$ cat config.mk
export PLATFORM = sky130hd
export DESIGN_NAME = beh_bus_error_top
export DESIGN_NICKNAME = d
export VERILOG_FILES = /design/src/rtl/beh_pkg.sv /design/src/rtl/beh_err_queue.sv /design/src/rtl/beh_bus_error_top.sv
export SDC_FILE = /design/constraint.sdc
export NUM_CORES = 1
export LEC_CHECK = 0
export ABC_AREA = 0
export BUFFER_PORTS_ARGS = -buffer_cell sky130_fd_sc_hd__buf_2
export CAP_MARGIN = 20
export CORE_MARGIN = 5
export CORE_UTILIZATION = 35
export CTS_CLUSTER_SIZE = 8
export DETAILED_ROUTE_END_ITERATION = 16
export REMOVE_ABC_BUFFERS = 1
export SKIP_LAST_GASP = 1
export SLEW_MARGIN = 20
export SYNTH_ARGS = -nofsm -noshare
export SYNTH_HDL_FRONTEND = slang
export SYNTH_SLANG_ARGS = --single-unit
$ cat constraint.sdc
create_clock -name CLK_SYS_IN -period 3.85 [get_ports CLK_SYS_IN]
set_clock_uncertainty 0.15 [all_clocks]
set_input_delay 0 -clock CLK_SYS_IN [delete_from_list [all_inputs] [get_ports CLK_SYS_IN]]
set_output_delay 0 -clock CLK_SYS_IN [all_outputs]
set_load 0.05 [all_outputs]
$ cat src/rtl/beh_pkg.sv
// shared constants for the bus error response block
package beh_pkg;
   // ==========================================================
   // widths
   localparam int ADDR_W = 8;
   localparam int DATA_W = 32;
   localparam int BE_W = 4;
   localparam int STAT_W = 3;
   localparam int PRIV_W = 4;
   localparam int MSTR_W = 8;
   localparam int NUM_PRIV = 16;
   localparam int ROUTE_FLD_W = 2;
   localparam int NUM_CORES = 4;
   // ==========================================================
   // response source codes on RESP_SRC_IN
   localparam logic [2:0] SRC_DSP = 3'h0;
   localparam logic [2:0] SRC_APP = 3'h1;
   localparam logic [2:0] SRC_PCIE = 3'h2;
   localparam logic [2:0] SRC_DMA = 3'h3;
   localparam logic [2:0] SRC_PKT = 3'h4;
   localparam logic [2:0] SRC_TELECOM_SERIAL_PORT = 3'h5;
   localparam logic [2:0] SRC_SERIAL_INTERCONNECT_PORT = 3'h6;
   localparam logic [2:0] SRC_LINK = 3'h7;
   // ==========================================================
   // codes, reset values and field positions
   localparam logic [STAT_W-1:0] DSP_STAT_CODE = 3'h4;
   localparam logic ABORT_MASK_RESET = 1'b1;
   localparam int CAPT_VALID_BIT = 31;
   localparam int CAPT_DIR_BIT = 3;
   localparam int QUEUE_NONEMPTY_BIT = 31;
   localparam int CTRL_BIT = 0;
   // ==========================================================
   // register byte offsets
   localparam logic [ADDR_W-1:0] OFS_DSP_CAPT = 8'h00;
   localparam logic [ADDR_W-1:0] OFS_FAULT_CTRL = 8'h04;
   localparam logic [ADDR_W-1:0] OFS_DATA_FAULT_STATUS = 8'h08;
   localparam logic [ADDR_W-1:0] OFS_INSTR_FAULT_STATUS = 8'h0C;
   localparam logic [ADDR_W-1:0] OFS_AUX_FAULT_STATUS = 8'h10;
   localparam logic [ADDR_W-1:0] OFS_DATA_FAULT_ADDR = 8'h14;
   localparam logic [ADDR_W-1:0] OFS_DMA_BUS_ERR = 8'h18;
   localparam logic [ADDR_W-1:0] OFS_DMA_ERR_DETAIL = 8'h1C;
   localparam logic [ADDR_W-1:0] OFS_DMA_CTRL = 8'h20;
   localparam logic [ADDR_W-1:0] OFS_COND_STATUS = 8'h28;
   localparam logic [ADDR_W-1:0] OFS_CAPT_LO = 8'h2C;
   localparam logic [ADDR_W-1:0] OFS_CAPT_HI = 8'h30;
   localparam logic [ADDR_W-1:0] OFS_COND_ROUTE = 8'h34;
   localparam logic [ADDR_W-1:0] OFS_LINK_CTRL = 8'h38;
   localparam logic [ADDR_W-1:0] OFS_QUEUE_BASE = 8'h40;
   localparam logic [ADDR_W-1:0] OFS_QUEUE_STRIDE = 8'h04;
endpackage

$ cat src/rtl/beh_err_queue.sv
// per-channel queue of error codes for the telecom serial port
`timescale 1ns/1ps
`default_nettype none
module beh_err_queue #(
   parameter int DEPTH = 4,
   parameter int WIDTH = 3
) (
   input wire logic clk_in,
   input wire logic rst_n_in,
   input wire logic push_in,
   input wire logic [WIDTH-1:0] push_data_in,
   input wire logic pop_in,
   output logic [WIDTH-1:0] head_out,
   output logic empty_out,
   output logic push_ok_out
);
   localparam int PTR_W = $clog2(DEPTH);
   localparam logic [PTR_W:0] FULL_COUNT = (PTR_W + 1)'(DEPTH);
   typedef struct packed {
      logic [DEPTH-1:0][WIDTH-1:0] mem;
      logic [PTR_W-1:0] wr_ptr;
      logic [PTR_W-1:0] rd_ptr;
      logic [PTR_W:0] count;
   } beh_queue_t;
   beh_queue_t st;
   beh_queue_t next_st;
   logic pop_ok;

   // a full queue drops the new code and raises no event
   assign push_ok_out = push_in && (st.count != FULL_COUNT);
   assign pop_ok = pop_in && (st.count != '0);
   assign head_out = st.mem[st.rd_ptr];
   assign empty_out = (st.count == '0);

   always_comb begin
      next_st = st;
      if (push_ok_out) begin
         next_st.mem[st.wr_ptr] = push_data_in;
         next_st.wr_ptr = st.wr_ptr + 1'b1;
      end
      if (pop_ok) begin
         next_st.rd_ptr = st.rd_ptr + 1'b1;
      end
      next_st.count = st.count + (PTR_W + 1)'(push_ok_out) - (PTR_W + 1)'(pop_ok);
   end

   always_ff @(posedge clk_in) begin
      if (!rst_n_in) begin
         st <= '0;
      end else begin
         st <= next_st;
      end
   end
endmodule
`default_nettype wire

$ cat src/rtl/beh_bus_error_top.sv
// bus error response handling for the on-chip masters, with register slave
`timescale 1ns/1ps
`default_nettype none
module beh_bus_error_top #(
   parameter int TELECOM_SERIAL_PORT_CHANNELS = 4,
   parameter int TELECOM_SERIAL_PORT_DEPTH = 4,
   localparam int CH_W = $clog2(TELECOM_SERIAL_PORT_CHANNELS)
) (
   input wire logic CLK_SYS_IN,
   input wire logic RST_N_IN,
   input wire logic [beh_pkg::ADDR_W-1:0] AVS_ADDRESS_IN,
   input wire logic AVS_READ_IN,
   input wire logic AVS_WRITE_IN,
   input wire logic [beh_pkg::DATA_W-1:0] AVS_WRITEDATA_IN,
   input wire logic [beh_pkg::BE_W-1:0] AVS_BYTEENABLE_IN,
   output logic [beh_pkg::DATA_W-1:0] AVS_READDATA_OUT,
   output logic AVS_WAITREQUEST_OUT,
   input wire logic RESP_VALID_IN,
   input wire logic [2:0] RESP_SRC_IN,
   input wire logic RESP_READ_IN,
   input wire logic RESP_FETCH_IN,
   input wire logic [beh_pkg::STAT_W-1:0] RESP_STATUS_IN,
   input wire logic [beh_pkg::DATA_W-1:0] RESP_ADDR_IN,
   input wire logic [beh_pkg::PRIV_W-1:0] RESP_PRIV_IN,
   input wire logic [beh_pkg::MSTR_W-1:0] RESP_MSTR_IN,
   input wire logic [CH_W-1:0] RESP_CHAN_IN,
   input wire logic LINK_ACTIVE_IN,
   output logic DSP_DMA_ERR_IRQ_OUT,
   output logic APP_ABORT_OUT,
   output logic PCIE_CPL_ABORT_OUT,
   output logic DMA_ERR_IRQ_OUT,
   output logic DMA_BEAT_DONE_OUT,
   output logic [TELECOM_SERIAL_PORT_CHANNELS-1:0] TELECOM_SERIAL_PORT_ERR_EVT_OUT,
   output logic [beh_pkg::NUM_CORES-1:0] SERIAL_INTERCONNECT_PORT_CORE_IRQ_OUT,
   output logic LINK_RVALID_OUT,
   output logic [beh_pkg::STAT_W-1:0] LINK_RSTATUS_OUT,
   output logic LINK_ERR_IRQ_OUT,
   output logic LINK_USER_IRQ_OUT
);
   import beh_pkg::*;

   // ==========================================================
   // state
   typedef struct packed {
      logic wait_req;
      logic [DATA_W-1:0] rdata;
      logic dsp_valid;
      logic [STAT_W-1:0] dsp_stat;
      logic dsp_irq;
      logic abort_mask;
      logic abort_pend;
      logic abort;
      logic [STAT_W-1:0] dfs;
      logic [STAT_W-1:0] ifs;
      logic [STAT_W-1:0] adfs;
      logic [DATA_W-1:0] dfa;
      logic pcie_abort;
      logic dma_valid;
      logic dma_read;
      logic [STAT_W-1:0] dma_stat;
      logic [DATA_W-1:0] dma_detail;
      logic dma_irq_en;
      logic dma_irq;
      logic dma_beat;
      logic [NUM_PRIV-1:0] icsr;
      logic [DATA_W-1:0] capt_lo;
      logic [PRIV_W+MSTR_W-1:0] capt_hi;
      logic [NUM_PRIV*ROUTE_FLD_W-1:0] route;
      logic [NUM_CORES-1:0] serial_interconnect_port_irq;
      logic link_sel;
      logic link_rvalid;
      logic [STAT_W-1:0] link_rstat;
      logic link_int;
      logic link_user;
      logic [TELECOM_SERIAL_PORT_CHANNELS-1:0] telecom_serial_port_evt;
   } beh_state_t;

   localparam beh_state_t ST_RESET = '{wait_req: 1'b1, abort_mask: ABORT_MASK_RESET,
                                       default: '0};

   beh_state_t st;
   beh_state_t next_st;
   logic acc;
   logic resp_err;
   logic [DATA_W-1:0] clr_mask;
   logic [TELECOM_SERIAL_PORT_CHANNELS-1:0] q_push;
   logic [TELECOM_SERIAL_PORT_CHANNELS-1:0] q_pop;
   logic [TELECOM_SERIAL_PORT_CHANNELS-1:0] q_push_ok;
   logic [TELECOM_SERIAL_PORT_CHANNELS-1:0] q_empty;
   logic [TELECOM_SERIAL_PORT_CHANNELS-1:0][STAT_W-1:0] q_head;

   // byte-lane merge of a write into an existing register value
   function automatic logic [DATA_W-1:0] wmerge(input logic [DATA_W-1:0] old,
                                                input logic [DATA_W-1:0] wd,
                                                input logic [BE_W-1:0] be);
      logic [DATA_W-1:0] res;
      res = old;
      for (int b = 0; b < BE_W; b++) begin
         if (be[b]) begin
            res[b*8 +: 8] = wd[b*8 +: 8];
         end
      end
      return res;
   endfunction

   // control bit of a register after a byte-lane write
   function automatic logic wbit(input logic old,
                                 input logic [DATA_W-1:0] wd,
                                 input logic [BE_W-1:0] be);
      logic [DATA_W-1:0] res;
      res = wmerge(DATA_W'(old), wd, be);
      return res[CTRL_BIT];
   endfunction

   // ==========================================================
   // telecom serial port channel queues
   assign resp_err = RESP_VALID_IN && (RESP_STATUS_IN != '0);

   for (genvar c = 0; c < TELECOM_SERIAL_PORT_CHANNELS; c++) begin : g_queue
      assign q_push[c] = resp_err && (RESP_SRC_IN == SRC_TELECOM_SERIAL_PORT) &&
                         (RESP_CHAN_IN == CH_W'(c));
      beh_err_queue #(
         .DEPTH(TELECOM_SERIAL_PORT_DEPTH),
         .WIDTH(STAT_W)
      ) u_queue (
         .clk_in(CLK_SYS_IN),
         .rst_n_in(RST_N_IN),
         .push_in(q_push[c]),
         .push_data_in(RESP_STATUS_IN),
         .pop_in(q_pop[c]),
         .head_out(q_head[c]),
         .empty_out(q_empty[c]),
         .push_ok_out(q_push_ok[c])
      );
   end

   // ==========================================================
   // next state
   always_comb begin
      next_st = st;
      q_pop = '0;
      clr_mask = wmerge('0, AVS_WRITEDATA_IN, AVS_BYTEENABLE_IN);
      // one answer per request: accept only while waitrequest stands high
      acc = st.wait_req && (AVS_READ_IN || AVS_WRITE_IN);
      next_st.wait_req = !acc;
      next_st.abort = 1'b0;
      next_st.pcie_abort = 1'b0;
      next_st.dma_beat = 1'b0;
      next_st.link_rvalid = 1'b0;
      next_st.link_int = 1'b0;
      next_st.link_user = 1'b0;

      if (acc && AVS_READ_IN) begin
         next_st.rdata = '0;
         case (AVS_ADDRESS_IN)
            OFS_DSP_CAPT: next_st.rdata[STAT_W-1:0] = st.dsp_stat;
            OFS_FAULT_CTRL: next_st.rdata[CTRL_BIT] = st.abort_mask;
            OFS_DATA_FAULT_STATUS: next_st.rdata[STAT_W-1:0] = st.dfs;
            OFS_INSTR_FAULT_STATUS: next_st.rdata[STAT_W-1:0] = st.ifs;
            OFS_AUX_FAULT_STATUS: next_st.rdata[STAT_W-1:0] = st.adfs;
            OFS_DATA_FAULT_ADDR: next_st.rdata = st.dfa;
            OFS_DMA_BUS_ERR: begin
               next_st.rdata[STAT_W-1:0] = st.dma_stat;
               next_st.rdata[CAPT_DIR_BIT] = st.dma_read;
               next_st.rdata[CAPT_VALID_BIT] = st.dma_valid;
            end
            OFS_DMA_ERR_DETAIL: next_st.rdata = st.dma_detail;
            OFS_DMA_CTRL: next_st.rdata[CTRL_BIT] = st.dma_irq_en;
            OFS_COND_STATUS: next_st.rdata[NUM_PRIV-1:0] = st.icsr;
            OFS_CAPT_LO: next_st.rdata = st.capt_lo;
            OFS_CAPT_HI: next_st.rdata[PRIV_W+MSTR_W-1:0] = st.capt_hi;
            OFS_COND_ROUTE: next_st.rdata = st.route;
            OFS_LINK_CTRL: next_st.rdata[CTRL_BIT] = st.link_sel;
            default: next_st.rdata = '0;
         endcase
         // reading a queue window pops its head code
         for (int c = 0; c < TELECOM_SERIAL_PORT_CHANNELS; c++) begin
            if (AVS_ADDRESS_IN == OFS_QUEUE_BASE + ADDR_W'(c) * OFS_QUEUE_STRIDE) begin
               next_st.rdata[STAT_W-1:0] = q_head[c];
               next_st.rdata[QUEUE_NONEMPTY_BIT] = !q_empty[c];
               q_pop[c] = 1'b1;
            end
         end
      end

      // a write lands at the edge where the master sees waitrequest low
      if (!st.wait_req && AVS_WRITE_IN) begin
         case (AVS_ADDRESS_IN)
            OFS_DSP_CAPT: begin
               next_st.dsp_valid = 1'b0;
               next_st.dsp_stat = '0;
               next_st.dsp_irq = 1'b0;
            end
            OFS_FAULT_CTRL:
               next_st.abort_mask = wbit(st.abort_mask, AVS_WRITEDATA_IN, AVS_BYTEENABLE_IN);
            OFS_DMA_BUS_ERR: begin
               next_st.dma_valid = 1'b0;
               next_st.dma_stat = '0;
               next_st.dma_read = 1'b0;
               next_st.dma_irq = 1'b0;
            end
            OFS_DMA_CTRL:
               next_st.dma_irq_en = wbit(st.dma_irq_en, AVS_WRITEDATA_IN, AVS_BYTEENABLE_IN);
            OFS_COND_STATUS: next_st.icsr = st.icsr & ~clr_mask[NUM_PRIV-1:0];
            OFS_COND_ROUTE: next_st.route = wmerge(st.route, AVS_WRITEDATA_IN,
                                                   AVS_BYTEENABLE_IN);
            OFS_LINK_CTRL:
               next_st.link_sel = wbit(st.link_sel, AVS_WRITEDATA_IN, AVS_BYTEENABLE_IN);
            default: ;
         endcase
      end

      // a pending asynchronous abort is taken once software unmasks it
      if (st.abort_pend && !st.abort_mask) begin
         next_st.abort = 1'b1;
         next_st.abort_pend = 1'b0;
      end

      // hardware events come last so a set beats a same-cycle clear, except dsp and dma captures while their old valid bit is set
      if (resp_err) begin
         unique case (RESP_SRC_IN)
            SRC_DSP: begin
               if (!st.dsp_valid) begin
                  next_st.dsp_valid = 1'b1;
                  next_st.dsp_stat = DSP_STAT_CODE;
               end
               next_st.dsp_irq = 1'b1;
            end
            SRC_APP: begin
               if (RESP_READ_IN) begin
                  if (RESP_FETCH_IN) begin
                     next_st.ifs = RESP_STATUS_IN;
                  end else begin
                     next_st.dfs = RESP_STATUS_IN;
                  end
                  next_st.dfa = RESP_ADDR_IN;
                  next_st.abort = 1'b1;
               end else begin
                  next_st.adfs = RESP_STATUS_IN;
                  next_st.abort_pend = 1'b1;
               end
            end
            SRC_PCIE: next_st.pcie_abort = RESP_READ_IN;
            SRC_DMA: begin
               if (!st.dma_valid) begin
                  next_st.dma_valid = 1'b1;
                  next_st.dma_stat = RESP_STATUS_IN;
                  next_st.dma_read = RESP_READ_IN;
                  next_st.dma_detail = RESP_ADDR_IN;
               end
               if (st.dma_irq_en) begin
                  next_st.dma_irq = 1'b1;
               end
            end
            SRC_PKT: ;
            SRC_TELECOM_SERIAL_PORT: ;
            SRC_SERIAL_INTERCONNECT_PORT: begin
               next_st.icsr[RESP_PRIV_IN] = 1'b1;
               if (RESP_READ_IN) begin
                  next_st.capt_lo = RESP_ADDR_IN;
                  next_st.capt_hi = {RESP_PRIV_IN, RESP_MSTR_IN};
               end
            end
            SRC_LINK: begin
               if (st.link_sel) begin
                  next_st.link_user = 1'b1;
               end else begin
                  next_st.link_int = 1'b1;
               end
            end
         endcase
      end

      // the transfer goes on whatever status came back
      next_st.dma_beat = RESP_VALID_IN && (RESP_SRC_IN == SRC_DMA);
      if (RESP_VALID_IN && RESP_READ_IN && (RESP_SRC_IN == SRC_LINK) && LINK_ACTIVE_IN) begin
         next_st.link_rvalid = 1'b1;
         next_st.link_rstat = RESP_STATUS_IN;
      end

      for (int k = 0; k < NUM_CORES; k++) begin
         next_st.serial_interconnect_port_irq[k] = 1'b0;
         for (int p = 0; p < NUM_PRIV; p++) begin
            if (next_st.icsr[p] &&
                next_st.route[p*ROUTE_FLD_W +: ROUTE_FLD_W] == ROUTE_FLD_W'(k)) begin
               next_st.serial_interconnect_port_irq[k] = 1'b1;
            end
         end
      end
      next_st.telecom_serial_port_evt = q_push_ok;
   end

   always_ff @(posedge CLK_SYS_IN) begin
      if (!RST_N_IN) begin
         st <= ST_RESET;
      end else begin
         st <= next_st;
      end
   end

   // ==========================================================
   // outputs
   assign AVS_READDATA_OUT = st.rdata;
   assign AVS_WAITREQUEST_OUT = st.wait_req;
   assign DSP_DMA_ERR_IRQ_OUT = st.dsp_irq;
   assign APP_ABORT_OUT = st.abort;
   assign PCIE_CPL_ABORT_OUT = st.pcie_abort;
   assign DMA_ERR_IRQ_OUT = st.dma_irq;
   assign DMA_BEAT_DONE_OUT = st.dma_beat;
   assign TELECOM_SERIAL_PORT_ERR_EVT_OUT = st.telecom_serial_port_evt;
   assign SERIAL_INTERCONNECT_PORT_CORE_IRQ_OUT = st.serial_interconnect_port_irq;
   assign LINK_RVALID_OUT = st.link_rvalid;
   assign LINK_RSTATUS_OUT = st.link_rstat;
   assign LINK_ERR_IRQ_OUT = st.link_int;
   assign LINK_USER_IRQ_OUT = st.link_user;
endmodule
`default_nettype wire

* After elaboration in Yosys (flattened, before gate mapping)
Cells that the tools add are included.
** Storage, ports and cells
- Bits in registers :: 306
- Bits in writable memories :: 0
- Latch bits :: 0
- Output and inout port bits :: 52
- Memories kept :: 0
- Bits in read-only memories :: 0
- Input port bits :: 104
** Operators by class
- Add/sub/neg operators :: 16
- Reduce and logical (&&, ||, !) cells :: 138
- Muxes and demuxes :: 148
- Shifts and indexed selects :: 0
- Bitwise logic cells :: 6
- Order comparisons :: 14
- Multiply operators :: 0
- Divide/modulo/power cells :: 0
- Eq/ne operators :: 78
** Operators by type and width (count)
- $mux W60 :: 2
- $mux W32 :: 3
- $logic_and A1 B1 Y1 :: 91
- $mux W1 :: 84
- $mux W81 :: 1
- $mux W37 :: 2
- $eq A2 B2 Y1 const B :: 34
- $pmux W15 S4 :: 1
- $bwmux W12 :: 4
- $eq A8 B6 Y1 const B :: 6
- $mux W8 :: 6
- $pmux W8 S6 :: 1
- $mux W3 :: 15
- $mux W44 :: 1
- $mux W43 :: 1
- $eq A2 B1 Y1 const B :: 17
- $logic_not A2 Y1 :: 17
- $eq A8 B5 Y1 const B :: 4
- $eq A8 B7 Y1 const B :: 4
- $mux W16 :: 2
- $reduce_and A3 Y1 :: 9
- $mux W5 :: 5
- $bmux W3 S2 :: 4
- $demux W3 S2 :: 4
- 33 further kinds :: 82

* Depth between registers and ports, before layout
- Depth in word-level cells :: 25
- Gate-level depth with buffers :: 13
- Depth with buffers taken out :: 12

* By module
Synthesis repeated with hierarchy kept, for this count alone.
** Unflattened totals
- Cells, all modules :: 1823
- Area, all modules :: 15084.5 um^2
** By module, submodules not included
- beh_bus_error_top :: cells an instance 1443, times used 1, area an instance 11288.3 um^2, sequential area each 4604.4 um^2
- beh_err_queue (g_queue[0].u_queue ...) :: cells an instance 95, times used 3, area an instance 950.9 um^2, sequential area each 380.4 um^2
- beh_err_queue (g_queue[3].u_queue) :: cells an instance 95, times used 1, area an instance 943.4 um^2, sequential area each 380.4 um^2

* Least setup slack after synthesis
No wires, ideal clock.
- Path type :: reg2reg
- Start point :: register st, in the netlist AVS_WAITREQUEST_OUT
- End point :: register g_queue[3].u_queue.st[2] (netlist name)
- Setup time :: 0.128 ns
- Slack :: 0.958 ns
- Cell stages (with the launch flop) :: 11
- Arrival time :: 2.614 ns
- Cell sequence :: dfxtp_1 -> nand2_1 -> nor3_1 -> ha_1 -> inv_1 -> ha_1 -> inv_1 -> fa_1 -> xor2_1 -> xnor2_1 -> nor2_1
** Between the ends
- Cells in the longest elaborated chain, start to end :: 5
** RTL lines
- start: declaration :: line beh_bus_error_top.sv:81 : beh_state_t st;
- start signal: assignment :: line beh_bus_error_top.sv:297 : st <= next_st;
- $logic_and A1 B1 Y1 :: line beh_bus_error_top.sv:144 : acc = st.wait_req && (AVS_READ_IN || AVS_WRITE_IN);
- $logic_and A1 B1 Y1 :: line beh_bus_error_top.sv:153 : if (acc && AVS_READ_IN) begin
- $mux W4 :: line beh_bus_error_top.sv:153
- $logic_and A1 B1 Y1 :: line beh_err_queue.sv:31 : assign pop_ok = pop_in && (st.count != '0);
- net g_queue[3].u_queue.pop_ok :: line beh_err_queue.sv:27 : logic pop_ok;
- $sub A3 B1 Y3 :: line beh_err_queue.sv:44 : next_st.count = st.count + (PTR_W + 1)'(push_ok_out) - (PTR_W + 1)'(pop_ok);
- end signal: assignment :: line beh_err_queue.sv:51 : st <= next_st;
- end: declaration :: line beh_err_queue.sv:25 : beh_queue_t st;
The timed path passes the listed nets, and every way through them passes these cells.
A chain may end at the register's enable or synchronous reset.

* Worst setup path after layout
- Start point :: input RESP_SRC_IN[0]
- End point :: register g_queue[1].u_queue.st[2] (netlist name)
** Between the ends
- Cells in the longest elaborated chain, start to end :: 6
** RTL lines
- start: declaration :: line beh_bus_error_top.sv:19 : input wire logic [2:0] RESP_SRC_IN,
- $eq A3 B3 Y1 :: line beh_bus_error_top.sv:120 : assign q_push[c] = resp_err && (RESP_SRC_IN == SRC_TELECOM_SERIAL_PORT) &&
- $logic_and A1 B1 Y1 (2 in a row) :: line beh_bus_error_top.sv:120
- $logic_and A1 B1 Y1 :: line beh_err_queue.sv:30 : assign push_ok_out = push_in && (st.count != FULL_COUNT);
- $add A3 B1 Y3 :: line beh_err_queue.sv:44
- $sub A3 B1 Y3 :: line beh_err_queue.sv:44
- end signal: assignment :: line beh_err_queue.sv:51
- end: declaration :: line beh_err_queue.sv:25
Every way passes these cells.

==> results by group <==
Run status
  – Status: completed

Detailed routing
  – TritonRoute pass-1 iters: 6
  – Highest routed metal layer: met5
  – Met1 WL: approximately 23000 um
  – Routed Wire Length: slightly above 50000 um
  – Vias per cell: between 5 and 6
  – DRC viols: 0
  – Antenna Nets Post-Route: 0
  – Metal3 WL: 3960 um
  – Initial DRC Count: 1562
  – Met2 Routed Length: between 20000 and 25000 um
  – DR WL/cell: just over 20 um
  – DR vias: 14005

Final layout
  – Area of the multi-input gates: between 0.007 and 0.008 mm^2
  – Antenna diodes: 0
  – Share of cells above drive strength 1: between 10% and 20%
  – Commonest non-fill, non-tap cell in the layout: nand2_1
  – Commonest non-fill, non-tap cells in the layout: 359 x nand2_1, 306 x dfxtp_1, 209 x a21oi_1, 155 x buf_2, 135 x nor2_1
  – FILL cells: 4102
  – Final nets: about 2100
  – Non-filler cells, final: approximately 2500
  – Area growth from synthesis to layout: 23.5%
  – Reg area: ~0.006 mm^2

STA
  – Fmax: around 280 MHz
  – Tcrit/Tclk final: between 90 and 100%
  – Worst slew pin tran: 1.14 ns
  – RSZ-0062 raised after global routing: false
  – PnR worst setup slack: 0.326 ns
  – Hold Violations, Final: 0
  – Final setup vio count: 0
  – Rel. slew slack: 24.2%
  – Final period demand of the worst path: approximately 3.5 ns
  – WHS: around 0.035 ns
  – Slew Viols, Final: 0

Die
  – Initial core utilization: 35.3%
  – CORE AREA: 0.0419 mm^2
  – Die W: around 220 um
  – Die ar.: between 0.04 and 0.05 mm^2
  – Rows: 75
  – I/O Pins: 156
  – Die H: between 200 and 250 um

Global route
  – GRT Total Usage: between 20% and 30%
  – First-pass GRT wire length: ~79000 um
  – Initial antenna violation count: 2
  – Largest net degree at the start of global routing: around 120
  – Vias in the first global route: ~14000
  – GR Overflow Total: 0

Power and ir drop
  – VDD IR max: ~0.27 mV
  – Static leakage: 6.87 nW
  – Power density over cell area: 399 mW/mm^2

Synthesis
  – Most area-hungry cell type in the Yosys netlist: dfxtp_1
  – Top cell type's share of synthesized area: about 41%
  – Seq/Total Area, Yosys: approximately two fifths
  – Async set or reset register ratio after synthesis: 0%
  – Primary FF master, synth: dfxtp_1
  – Seq cells post-synth: 306
  – Synth cell types: 82
  – Synth Instances: between 1500 and 2000
  – EDFF count, synth: 0
  – Synth top area cells: dfxtp_1 41%, nand2_1 9.1%, a21oi_1 7.1%
  – Synth Warn #: 0
  – Syn_area_per_cell: slightly above 8 um^2
  – Cell Area, Synth: about 0.015 mm^2

Min path
  – Hold Path Class: in -> reg

CTS
  – Setup bufs post-CTS: 0
  – CTS Buffer Depth: 3
  – CTS Sinks: ~310
  – H-tree Lvls: 2
  – CTS root buf: clkbuf_16
  – Worst-path clk slew: 0.06 ns
  – Worst-Skew Late Latency: approximately 0.56 ns
  – CTS tree: built
  – Num CTS Buffers: between 40 and 50

Setup path
  – Worst Path Max Fanout: 8
  – Reg-to-reg slack, setup: roughly 0.72 ns
  – R2R Path Start: g_queue[1].u_queue.st[1]
  – Worst Reg-to-Reg Cells: 12
  – Worst Setup EP: g_queue[1].u_queue.st[2]
  – CP endpoint kind: flop
  – Worst Setup SP: RESP_SRC_IN[0]
  – FF-to-FF End: g_queue[1].u_queue.st[2]
  – Startpoint types: input port
  – Critical path class: in -> reg
  – Worst Path Arrival: between 3 and 4 ns
  – Worst endpoint required time: 4.11 ns

Placed design
  – Place WS: 0.749 ns
  – IO Port Bufs: between 150 and 200
  – Routability cong.: approximately 0.92
  – Placed Instances: about 2400
  – Post-DP HPWL: approximately 35000 um

Run
  – Maxcap violations: 0
==> per-layer routing <==
metal	global-route usage, %	up-vias
met1	29.0	6718
li1	-	6599
met2	33.3	574
met5	0	-
met4	7.02	4
met3	4.11	110
==> sequential cells by signal, indices dropped and copies added (netlist names) <==
name / flops
LINK_USER_IRQ_OUT: 1
LINK_ERR_IRQ_OUT: 1
DMA_ERR_IRQ_OUT: 1
SERIAL_INTERCONNECT_PORT_CORE_IRQ_OUT: 4
DSP_DMA_ERR_IRQ_OUT: 1
AVS_READDATA_OUT: 32
TELECOM_SERIAL_PORT_ERR_EVT_OUT: 4
DMA_BEAT_DONE_OUT: 1
LINK_RVALID_OUT: 1
APP_ABORT_OUT: 1
LINK_RSTATUS_OUT: 3
AVS_WAITREQUEST_OUT: 1
PCIE_CPL_ABORT_OUT: 1
g_queue.u_queue.st: 76
st: 178
==> power by group <==
group          internal, W  leakage [nW]  switching (W)
sequential         0.00321          2.47      0.0000235
clock              0.00210         0.588        0.00142
combinational     0.000194          3.81       0.000359
==> cell usage after synthesis, drive strengths merged, types with 4 or more instances <==
cell type,instances
nand2,360
dfxtp,306
a21oi,209
nor2,140
clkbuf,96
mux2i,74
buf,72
nand3,44
a22oi,42
inv,37
o21ai,35
nor3,26
ha,24
nand4,24
and2,23
nand2b,22
a222oi,17
a221oi,15
and3,14
nor2b,14
mux4,12
nor3b,12
xnor2,12
o31ai,11
a22o,10
a31oi,10
nor4,8
xor2,8
o41ai,7
or3,7
nor4b,6
a2111oi,5
a21boi,5
a32o,5
and3b,4
fa,4
mux2,4
nand3b,4
nor4bb,4
o21a,4
o311ai,4
or4b,4
==> cells by family after synthesis <==
logic type | count (synthesis) | share of synthesized area, %
AOI/OAI and AO/OA | 410 | 18.2
and+or+nand+nor | 726 | 22.9
DFF | 306 | 41.4
muxes | 90 | 7.13
buffers and inverters | 205 | 6.64
adders and majority gates | 28 | 2.57
xor gates and xnor gates | 20 | 1.18
==> layout make-up <==
cell class,instances,share of cell area (%)
clock buffer,46,6.06
timing repair buffer,323,12.9
tap,539,3.69
inverter,37,0.800
multi-input combinational,1274,42.4
clock inverter,4,0.581
sequential,306,33.5
==> repair_timing <==
item,in CTS,in global routing
hold endpoints to repair,278,0
endpoints found under the setup margin,0,0
resized for setup,0,0
hold buffers,127,0
==> critical path, cell delays in order <==
cell and delay [ns]:
dlygate4sd3_1 0.54, buf_2 0.18, nor2b_1 0.34, nand3_1 0.34, a2111oi_2 0.47, dlygate4sd3_1 0.61
inv_1 0.06, ha_1 0.26, inv_1 0.06, ha_1 0.13, inv_1 0.05, fa_1 0.37
xor2_1 0.18, xnor2_1 0.14, nor2_1 0.06
==> worst min path at each step <==
stage | start | endpoint | slack (ns) | depth (start not counted)
after floorplan | RESP_SRC_IN[2] | DMA_BEAT_DONE_OUT | -0.07 | 1
after global placement | RESP_MSTR_IN[3] | st[50] | 0.09 | 3
final | AVS_BYTEENABLE_IN[1] | st[105] | 0.03 | 4
after global routing | AVS_BYTEENABLE_IN[1] | st[105] | 0.07 | 4
after CTS | AVS_BYTEENABLE_IN[1] | st[105] | 0.02 | 4
after detailed placement | RESP_MSTR_IN[5] | st[52] | 0.10 | 3
==> per-stage QoR <==
stage / cell area, um^2 / setup TNS [ns] / util, % / power, W
2_1_floorplan: 14000 / -128.90 / - / 0.00350
3_3_place_gp: 15800 / 0 / 37.7 / 0.00375
3_5_place_dp: 15800 / 0 / 37.7 / 0.00375
4_1_cts: 18300 / 0 / 43.6 / 0.00736
5_1_grt: 18300 / 0 / 43.6 / 0.00754
6_report: 18300 / 0 / 43.6 / 0.00731
No activity file was read; power rests on OpenSTA's default activity.
